## src/logic/clock_gen_cfg.svh

```systemverilog
// Offsets, field positions, reset values and counts of the clock generator control block
`ifndef CLOCK_GEN_CFG_SVH
`define CLOCK_GEN_CFG_SVH
`define OFS_CONTROL 18'h00000
`define OFS_MULTIPLIER 18'h00004
`define OFS_TRIM 18'h00008
`define OFS_DIVIDER 18'h0000c
`define OFS_STAGE 18'h00010
// Stored trim words are known by word index; their byte address is four times the index
`define IDX_STORED_HIGH 16'hff80
`define IDX_STORED_LOW 16'hff81
`define OFS_STORED_HIGH {`IDX_STORED_HIGH, 2'h0}
`define OFS_STORED_LOW {`IDX_STORED_LOW, 2'h0}
`define BIT_IRQ_ENABLE 7
`define BIT_FLAG 6
`define BIT_MON_ON 5
`define BIT_SELECT 4
`define BIT_INT_ON 3
`define BIT_INT_STABLE 2
`define BIT_EXT_ON 1
`define BIT_EXT_STABLE 0
`define RST_MULTIPLIER 7'h15
`define RST_TRIM 8'h80
`define DIVIDER_MAX 4'h9
`define EXT_COUNT_CRYSTAL 13'h1000
`define EXT_COUNT_PLAIN 13'h0010
`endif

```

## src/logic/clock_gen_pkg.sv

```systemverilog
// Types shared by the clock generator control block
package clock_gen_pkg;
  typedef enum logic [2:0] {
    ST_IDLE = 3'b001,
    ST_DATA_READ = 3'b010,
    ST_DATA_WRITE = 3'b100
  } bus_state_t;
  typedef logic [7:0] reg_byte_t;
endpackage

```

## src/logic/ext_stable_counter.sv

```systemverilog
// Counts external clock ticks after enable to mark the external generator stable
`timescale 1ns/10ps
`include "clock_gen_cfg.svh"
module ext_stable_counter
  import clock_gen_pkg::*;
(
  input wire logic hclk,
  input wire logic hresetn,
  input wire logic clear,
  input wire logic ext_tick,
  input wire logic crystal_option,
  output logic stable
);
  logic [12:0] count;
  logic [12:0] target;

  // Short count for an oscillator-free source, long one for a crystal start-up
  assign target = crystal_option ? `EXT_COUNT_CRYSTAL : `EXT_COUNT_PLAIN;

  always_ff @(posedge hclk or negedge hresetn) begin
    if (!hresetn) begin
      count <= 13'h0000;
      stable <= 1'b0;
    end else if (clear) begin
      count <= 13'h0000;
      stable <= 1'b0;
    end else if (!stable && ext_tick) begin
      if (count + 13'h0001 >= target) begin
        stable <= 1'b1;
      end
      count <= count + 13'h0001;
    end
  end

  property p_clear_drops;
    @(posedge hclk) disable iff (!hresetn)
    clear |=> !stable;
  endproperty
  a_clear_drops: assert property (p_clear_drops) else $error("stable survived a clear");
endmodule // ext_stable_counter

```

## src/logic/clock_gen_control_regs.sv

```systemverilog
// AHB-Lite register block controlling the internal and external clock generators
//
// Implementation choice: the AHB-Lite slave port.
`timescale 1ns/10ps
`include "clock_gen_cfg.svh"
module clock_gen_control_regs
  import clock_gen_pkg::*;
(
  input wire logic hclk,
  input wire logic hresetn,
  input wire logic hsel,
  input wire logic [31:0] haddr,
  input wire logic [1:0] htrans,
  input wire logic hwrite,
  input wire logic [2:0] hsize,
  input wire logic [31:0] hwdata,
  input wire logic hready,
  output logic [31:0] hrdata,
  output logic hreadyout,
  output logic hresp,
  input wire logic internal_inactive,
  input wire logic external_inactive,
  input wire logic internal_within_target,
  input wire logic external_clock_tick,
  input wire logic stop_mode,
  input wire logic run_in_stop_option,
  input wire logic ext_clock_option,
  input wire logic crystal_option,
  input wire logic filter_update,
  input wire logic [3:0] filter_halving,
  input wire logic [7:0] filter_stage,
  input wire logic [7:0] stored_trim_high_supply,
  input wire logic [7:0] stored_trim_low_supply,
  output logic monitor_irq,
  output logic oscillator_select_external,
  output logic internal_gen_enable,
  output logic external_gen_enable,
  output logic generator_halted,
  output logic [6:0] effective_multiplier,
  output logic [7:0] trim_factor,
  output logic [3:0] effective_halving,
  output logic [7:0] stage_factor
);
  bus_state_t state;
  logic [17:0] addr_q;
  logic access;
  logic stop_off;
  logic monitor_drop;
  logic wr_ctrl, wr_mult, wr_trim, wr_div, wr_stage, rd_ctrl;
  logic [7:0] wbyte;
  logic monitor_irq_enable, monitor_flag, monitor_on, clock_select;
  logic internal_on, internal_stable, external_on, external_stable;
  logic flag_seen;
  logic [6:0] multiplier;
  logic [3:0] osc_halving_count;
  logic [7:0] osc_stage_count;
  logic ext_clear;
  reg_byte_t ctrl_view;

  assign access = hsel && hready && htrans[1];
  assign stop_off = stop_mode && !run_in_stop_option;
  // Enable and flag fall in the same edge as the monitor, so none outlives it
  assign monitor_drop = !internal_on || !external_on || stop_off;
  assign generator_halted = stop_off;
  assign hreadyout = 1'b1;
  assign hresp = 1'b0;
  assign wbyte = hwdata[7:0];

  // Address phase captured, data acted on in the following cycle
  always_ff @(posedge hclk or negedge hresetn) begin
    if (!hresetn) begin
      state <= ST_IDLE;
      addr_q <= 18'h00000;
    end else if (access) begin
      state <= hwrite ? ST_DATA_WRITE : ST_DATA_READ;
      addr_q <= haddr[17:0];
    end else begin
      state <= ST_IDLE;
    end
  end

  always_comb begin
    wr_ctrl = 1'b0;
    wr_mult = 1'b0;
    wr_trim = 1'b0;
    wr_div = 1'b0;
    wr_stage = 1'b0;
    rd_ctrl = 1'b0;
    case (state)
      ST_DATA_WRITE: begin
        wr_ctrl = (addr_q == `OFS_CONTROL);
        wr_mult = (addr_q == `OFS_MULTIPLIER);
        wr_trim = (addr_q == `OFS_TRIM);
        wr_div = (addr_q == `OFS_DIVIDER);
        wr_stage = (addr_q == `OFS_STAGE);
      end
      ST_DATA_READ: rd_ctrl = (addr_q == `OFS_CONTROL);
      ST_IDLE: rd_ctrl = 1'b0;
      default: rd_ctrl = 1'b0;
    endcase
  end

  assign ctrl_view = {monitor_irq_enable, monitor_flag, monitor_on, clock_select,
                      internal_on, internal_stable, external_on, external_stable};

  // Read data registered at the address phase; unmapped reads return zero
  always_ff @(posedge hclk or negedge hresetn) begin
    if (!hresetn) begin
      hrdata <= 32'h00000000;
    end else if (access && !hwrite) begin
      case (haddr[17:0])
        `OFS_CONTROL: hrdata <= {24'h000000, ctrl_view};
        `OFS_MULTIPLIER: hrdata <= {25'h0, multiplier};
        `OFS_TRIM: hrdata <= {24'h000000, trim_factor};
        `OFS_DIVIDER: hrdata <= {28'h0000000, osc_halving_count};
        `OFS_STAGE: hrdata <= {24'h000000, osc_stage_count};
        `OFS_STORED_HIGH: hrdata <= {24'h000000, stored_trim_high_supply};
        `OFS_STORED_LOW: hrdata <= {24'h000000, stored_trim_low_supply};
        default: hrdata <= 32'h00000000;
      endcase
    end
  end

  // Monitor on: forced terms tested ahead of the write so they win
  always_ff @(posedge hclk or negedge hresetn) begin
    if (!hresetn) begin
      monitor_on <= 1'b0;
    end else if (monitor_drop) begin
      monitor_on <= 1'b0;
    end else if (monitor_flag ||
                 (monitor_on && (internal_inactive || external_inactive))) begin
      // Held on at the edge the flag sets too, so a loss is discarded only when monitor_drop clears the monitor
      monitor_on <= 1'b1;
    end else if (wr_ctrl) begin
      monitor_on <= wbyte[`BIT_MON_ON] &&
                    (monitor_on || (internal_stable && external_stable));
    end
  end

  always_ff @(posedge hclk or negedge hresetn) begin
    if (!hresetn) begin
      monitor_irq_enable <= 1'b0;
    end else if (!monitor_on || monitor_drop) begin
      monitor_irq_enable <= 1'b0;
    end else if (wr_ctrl) begin
      monitor_irq_enable <= wbyte[`BIT_IRQ_ENABLE];
    end
  end

  assign monitor_irq = monitor_irq_enable && monitor_flag;

  // Flag: read while set arms the clear, detection wins over the clear
  always_ff @(posedge hclk or negedge hresetn) begin
    if (!hresetn) begin
      monitor_flag <= 1'b0;
      flag_seen <= 1'b0;
    end else if (!monitor_on || monitor_drop) begin
      monitor_flag <= 1'b0;
      flag_seen <= 1'b0;
    end else if (internal_inactive || external_inactive) begin
      monitor_flag <= 1'b1;
    end else if (wr_ctrl && flag_seen && !wbyte[`BIT_FLAG]) begin
      monitor_flag <= 1'b0;
      flag_seen <= 1'b0;
    end else if (rd_ctrl && monitor_flag) begin
      flag_seen <= 1'b1;
    end
  end

  always_ff @(posedge hclk or negedge hresetn) begin
    if (!hresetn) begin
      clock_select <= 1'b0;
    end else if (external_inactive || !external_on) begin
      clock_select <= 1'b0;
    end else if (internal_inactive || !internal_on) begin
      clock_select <= 1'b1;
    end else if (wr_ctrl) begin
      if (wbyte[`BIT_SELECT] && external_stable) begin
        clock_select <= 1'b1;
      end else if (!wbyte[`BIT_SELECT] && internal_stable) begin
        clock_select <= 1'b0;
      end
    end
  end

  assign oscillator_select_external = clock_select;

  always_ff @(posedge hclk or negedge hresetn) begin
    if (!hresetn) begin
      internal_on <= 1'b1;
    end else if (monitor_on || !clock_select) begin
      internal_on <= 1'b1;
    end else if (wr_ctrl) begin
      internal_on <= wbyte[`BIT_INT_ON];
    end
  end

  always_ff @(posedge hclk or negedge hresetn) begin
    if (!hresetn) begin
      external_on <= 1'b0;
    end else if (monitor_on || clock_select) begin
      external_on <= 1'b1;
    end else if (wr_ctrl) begin
      external_on <= wbyte[`BIT_EXT_ON] && ext_clock_option;
    end else if (!ext_clock_option) begin
      external_on <= 1'b0;
    end
  end

  assign internal_gen_enable = internal_on && !stop_off;
  assign external_gen_enable = external_on && !stop_off;

  always_ff @(posedge hclk or negedge hresetn) begin
    if (!hresetn) begin
      internal_stable <= 1'b0;
    end else if (internal_inactive || !internal_on || stop_off ||
                 (wr_mult && !monitor_on) || (wr_trim && !monitor_on)) begin
      internal_stable <= 1'b0;
    end else begin
      internal_stable <= internal_within_target;
    end
  end

  assign ext_clear = external_inactive || !external_on || stop_off;

  ext_stable_counter u_ext_stable (
    .hclk(hclk),
    .hresetn(hresetn),
    .clear(ext_clear),
    .ext_tick(external_clock_tick),
    .crystal_option(crystal_option),
    .stable(external_stable)
  );

  // Multiplier and trim are frozen while the monitor watches the clocks
  always_ff @(posedge hclk or negedge hresetn) begin
    if (!hresetn) begin
      multiplier <= `RST_MULTIPLIER;
      trim_factor <= `RST_TRIM;
    end else begin
      if (wr_mult && !monitor_on) begin
        multiplier <= wbyte[6:0];
      end
      if (wr_trim && !monitor_on) begin
        trim_factor <= wbyte;
      end
    end
  end

  assign effective_multiplier = (multiplier == 7'h00) ? 7'h01 : multiplier;

  // No reset: the oscillator keeps running, so these hold their value
  always_ff @(posedge hclk) begin
    if (internal_on) begin
      if (filter_update) begin
        osc_halving_count <= filter_halving;
        osc_stage_count <= filter_stage;
      end
    end else begin
      if (wr_div) begin
        osc_halving_count <= wbyte[3:0];
      end
      if (wr_stage) begin
        osc_stage_count <= wbyte;
      end
    end
  end

  assign effective_halving = (osc_halving_count > `DIVIDER_MAX) ? `DIVIDER_MAX
                                                                : osc_halving_count;
  assign stage_factor = osc_stage_count;

  property p_irq;
    @(posedge hclk) disable iff (!hresetn)
    monitor_irq |-> (monitor_on && monitor_flag);
  endproperty
  a_irq: assert property (p_irq) else $error("irq mismatch");

  property p_enable_needs_mon;
    @(posedge hclk) disable iff (!hresetn)
    $rose(monitor_irq_enable) |-> $past(monitor_on);
  endproperty
  a_enable_needs_mon: assert property (p_enable_needs_mon) else $error("enable early");

  property p_flag_set;
    @(posedge hclk) disable iff (!hresetn)
    (monitor_on && internal_on && external_on && !stop_off &&
     (internal_inactive || external_inactive)) |=> monitor_flag;
  endproperty
  a_flag_set: assert property (p_flag_set) else $error("flag not set");

  property p_flag_off;
    @(posedge hclk) disable iff (!hresetn)
    !monitor_on |-> !monitor_flag;
  endproperty
  a_flag_off: assert property (p_flag_off) else $error("flag without monitor");

  property p_mon_rise;
    @(posedge hclk) disable iff (!hresetn)
    $rose(monitor_on) |-> $past(internal_stable && external_stable);
  endproperty
  a_mon_rise: assert property (p_mon_rise) else $error("monitor set unstable");

  property p_mon_forced;
    @(posedge hclk) disable iff (!hresetn)
    !internal_on || !external_on |=> !monitor_on;
  endproperty
  a_mon_forced: assert property (p_mon_forced) else $error("monitor not cleared");

  property p_ext_on_forced;
    @(posedge hclk) disable iff (!hresetn)
    clock_select |=> external_on;
  endproperty
  a_ext_on_forced: assert property (p_ext_on_forced) else $error("external off");

  property p_mult_locked;
    @(posedge hclk) disable iff (!hresetn)
    monitor_on && wr_mult |=> $stable(multiplier);
  endproperty
  a_mult_locked: assert property (p_mult_locked) else $error("multiplier written");

  property p_zero_factor;
    @(posedge hclk) disable iff (!hresetn)
    multiplier == 7'h00 |-> effective_multiplier == 7'h01;
  endproperty
  a_zero_factor: assert property (p_zero_factor) else $error("zero factor");

  c_flag: cover property (@(posedge hclk) disable iff (!hresetn) monitor_irq);
  c_switch: cover property (@(posedge hclk) disable iff (!hresetn) $rose(clock_select));
  c_int_off: cover property (@(posedge hclk) disable iff (!hresetn) $fell(internal_on));
endmodule // clock_gen_control_regs

```

## config.mk

```make
export PLATFORM = sky130hd
export DESIGN_NAME = clock_gen_control_regs
export DESIGN_NICKNAME = d
export VERILOG_FILES = /design/src/logic/clock_gen_pkg.sv /design/src/logic/ext_stable_counter.sv /design/src/logic/clock_gen_control_regs.sv
export VERILOG_INCLUDE_DIRS = /design/src /design/src/logic
export SDC_FILE = /design/constraint.sdc
export NUM_CORES = 1
export LEC_CHECK = 0
export BUFFER_PORTS_ARGS = -buffer_cell sky130_fd_sc_hd__clkbuf_2
export CAP_MARGIN = 0
export CORE_ASPECT_RATIO = 2
export CORE_UTILIZATION = 53
export DETAILED_ROUTE_END_ITERATION = 10
export PLACE_DENSITY_LB_ADDON = 0.08
export SLEW_MARGIN = 20
export SYNTH_ARGS = -nofsm -noshare
export SYNTH_HDL_FRONTEND = slang
export SYNTH_SLANG_ARGS = --single-unit
```

## constraint.sdc

```tcl
create_clock -name hclk -period 3.4 [get_ports hclk]
set_input_delay 0 -clock hclk [delete_from_list [all_inputs] [get_ports hclk]]
set_output_delay 0 -clock hclk [all_outputs]
set_load 0.02 [all_outputs]
```

==> results.tsv <==
metric	value	unit
r2r_slack	970	ps
critical-path-top-delay-family	simple AND/OR/NAND/NOR gates	
vias	3709	
leakage	2.60	nW
cts_tree	done	
cts.path.max_buffers	2	
diodes	0	
path_max_fanout	8	
worstPathRequired	3670	ps
dp_hpwl	8840	microns
setup_violations	0	
critPathMaxStageDelay	590	ps
ios	177	
synth_area_per_cell	10.2	sq um
critPathLaunchType	primary input	
fin_crit_sh	0.751	
ys_types	61	
cts.sinks	78	
synth_seq_cells	78	
fp.dieArea	8660	sq um
synth_compound_area_frac	0.0768	
layout-drive-gt1-share	0.316	
slew_viol_final	0	
wl_per_cell	17.3	microns
ys_async_sr_fraction	0.846	
yosys.area_share.adder	0.0114	
grt_use_total	0.287	
r2r_end	u_ext_stable.stable	
start_util	0.552	
max_slew_margin	0.526	
combPwrFrac	0.127	
synth-main-ff-cell	dfrtp_1	
yosys.area_share.xor_xnor	0.0280	
grt_pass1_wl	18000	microns
synth_simple_gate_area_frac	0.227	
final_util	0.713	
wl	11800	microns
first_iter_violations	159	
skew	7.31	ps
yosysSeqAreaShare	0.461	
synth_edf_count	12	
synth_top_family_by_area	simple AND/OR/NAND/NOR gates	
p_int	1.79	mW
crit_top_cell	dlygate4sd3_1	
ff2ff_path_depth	9	
drv_cap	0	
arrival	2830	ps
die_x	66.3	microns
hold_viol	0	
syn_to_final_growth	29.3	%
min_period	2550	ps
grt_pass1_vias	3714	
root_buffer	clkbuf_16	
rr_startpoint	u_ext_stable.count[0]	
syn-cell-area	4380	sq um
antenna_found_initial	0	
worst_slew_pin_slew	711	ps
setup-tns-final	0	ps
antenna_left	0	
first_pass_iters	6	
viasPerCell	5.46	
cp-endpoint	hrdata[4]	
crit_type	primary input to flop	
worstSetupEndpointType	flop	
worstSkewPairLatency	340	ps
rows	46	
finalWeightedCongestion	0.863	
numCtsBuffers	9	
max-vdd-ir-drop	0.381	mV
rsz0062_at_grt	no	
coreArea	7940	sq um
status	finished clean	
p_sw	580	uW
synthMuxAreaShare	0.127	
slowest_stage	nor4_1	
path_buf_inv	3	
finalPower	2.37	mW
path_cells	dlygate4sd3_1, clkbuf_2, nor4_1, nand3_1, nor3_1, a21oi_1, a32oi_1, dlygate4sd3_1	
yosys_warnings	0	
p_clk_frac	0.428	
crit_cells	8	
post_cts_buffers	0	
min_path_type	primary input to flop	
powerDensity	419	nW/um^2
htree_levels	3	
io_buffer_count	108	
grt_max_degree	41	
overflow	0	
clk_pin_slew_worst_paths	60	ps
drc	0	
nNetsFinal	693	
syn_inst	431	
final_cell_mix	clkbuf_2 (108), dfrtp_1 (60), nand2_1 (57), dlygate4sd3_1 (47), mux2_2 (36)	
seqPwrFrac	0.445	
cp-startpoint	haddr[8]	
holdWs	11.8	ps
layout_commonest_cell	clkbuf_2	
die_y	131	microns
fmax	392	MHz
p_sw_frac	0.244	
final cells by class:
type,instances,area (sq um)
repair buffers,157,1030
flip-flops and latches,78,2020
fillers,625,2280
clock inverters,6,86.3
inverters,7,26.3
clock buffers,10,229
well taps,96,120
multi-input cells,325,2160
registers in the layout (all words and copies together) (netlist names):
signal                      flops
addr_q                         18
u_ext_stable.count             13
hrdata                          8
stage_factor                    8
trim_factor                     8
multiplier                      7
osc_halving_count               4
state                           3
external_on                     1
flag_seen                       1
internal_on                     1
internal_stable                 1
monitor_flag                    1
monitor_irq_enable              1
monitor_on                      1
oscillator_select_external      1
u_ext_stable.stable             1
cells in the mapped netlist, types with 8 or more instances:
master | instances | area, sq um
mux2_2 | 36 | 405
nand3_1 | 8 | 40.0
dfrtp_1 | 60 | 1500
nor3_1 | 15 | 75.1
and2_1 | 8 | 50.1
nor2_1 | 30 | 113
and3_1 | 12 | 75.1
nand2b_1 | 8 | 50.1
edfxtp_1 | 12 | 360
o21ai_0 | 12 | 60.1
nand2_1 | 57 | 214
clkbuf_1 | 15 | 56.3
nor4_1 | 11 | 68.8
a21oi_1 | 12 | 60.1
xnor2_1 | 8 | 70.1
buf_4 | 26 | 195
kinds of logic after synthesis:
family | count (synthesis)
AO/OA/AOI/OAI | 51
XOR/XNOR | 14
adder cells (fa/ha/maj) | 4
buffers and inverters | 52
flip-flops | 78
multiplexers | 46
other | 2
AND/OR/NAND/NOR | 184
layer usage:
layer | vias to the layer above | wire length [microns] | GRT usage
met5 | - | 0 | 0
met4 | 0 | 529 | 0.161
met3 | 32 | 469 | 0.0521
met2 | 120 | 6720 | 0.547
met1 | 1782 | 4040 | 0.277
li1 | 1775 | - | -
stage by stage:
stage,std cells,instance area (sq um),setup WS [ps]
after floorplan,455,4470,1240
after global placement,616,4880,1000
after detailed placement,616,4880,986
after CTS,679,5670,928
after global routing,679,5670,752
final,679,5670,847
how the worst min path moves through the flow:
stage	cells after the start	slack (ps)	startpoint	endpoint
floorplan	0	-300	hresetn	addr_q[0]
global placement	1	70	hresetn	addr_q[8]
detailed placement	1	90	hresetn	addr_q[12]
CTS	2	10	hwdata[6]	trim_factor[6]
global route	2	10	hwdata[6]	trim_factor[6]
finish	2	10	hwdata[4]	multiplier[4]
power groups by stage:
| stage | Sequential, mW | Combinational [mW] | Clock [mW] |
|---|---|---|---|
| 2_1_floorplan | 1.07 | 0.166 | 0 |
| 3_3_place_gp | 1.07 | 0.256 | 0 |
| 3_5_place_dp | 1.07 | 0.262 | 0 |
| 4_1_cts | 1.06 | 0.303 | 1.03 |
| 5_1_grt | 1.06 | 0.330 | 1.06 |
| 6_report | 1.06 | 0.302 | 1.02 |
what timing repair did:
action / 4_1_cts / 5_1_grt
gates resized for setup: 0 / 0
hold buffers: 47 / 0
endpoints found under the hold margin: 73 / 0
Power figures use the tool's default switching activity.
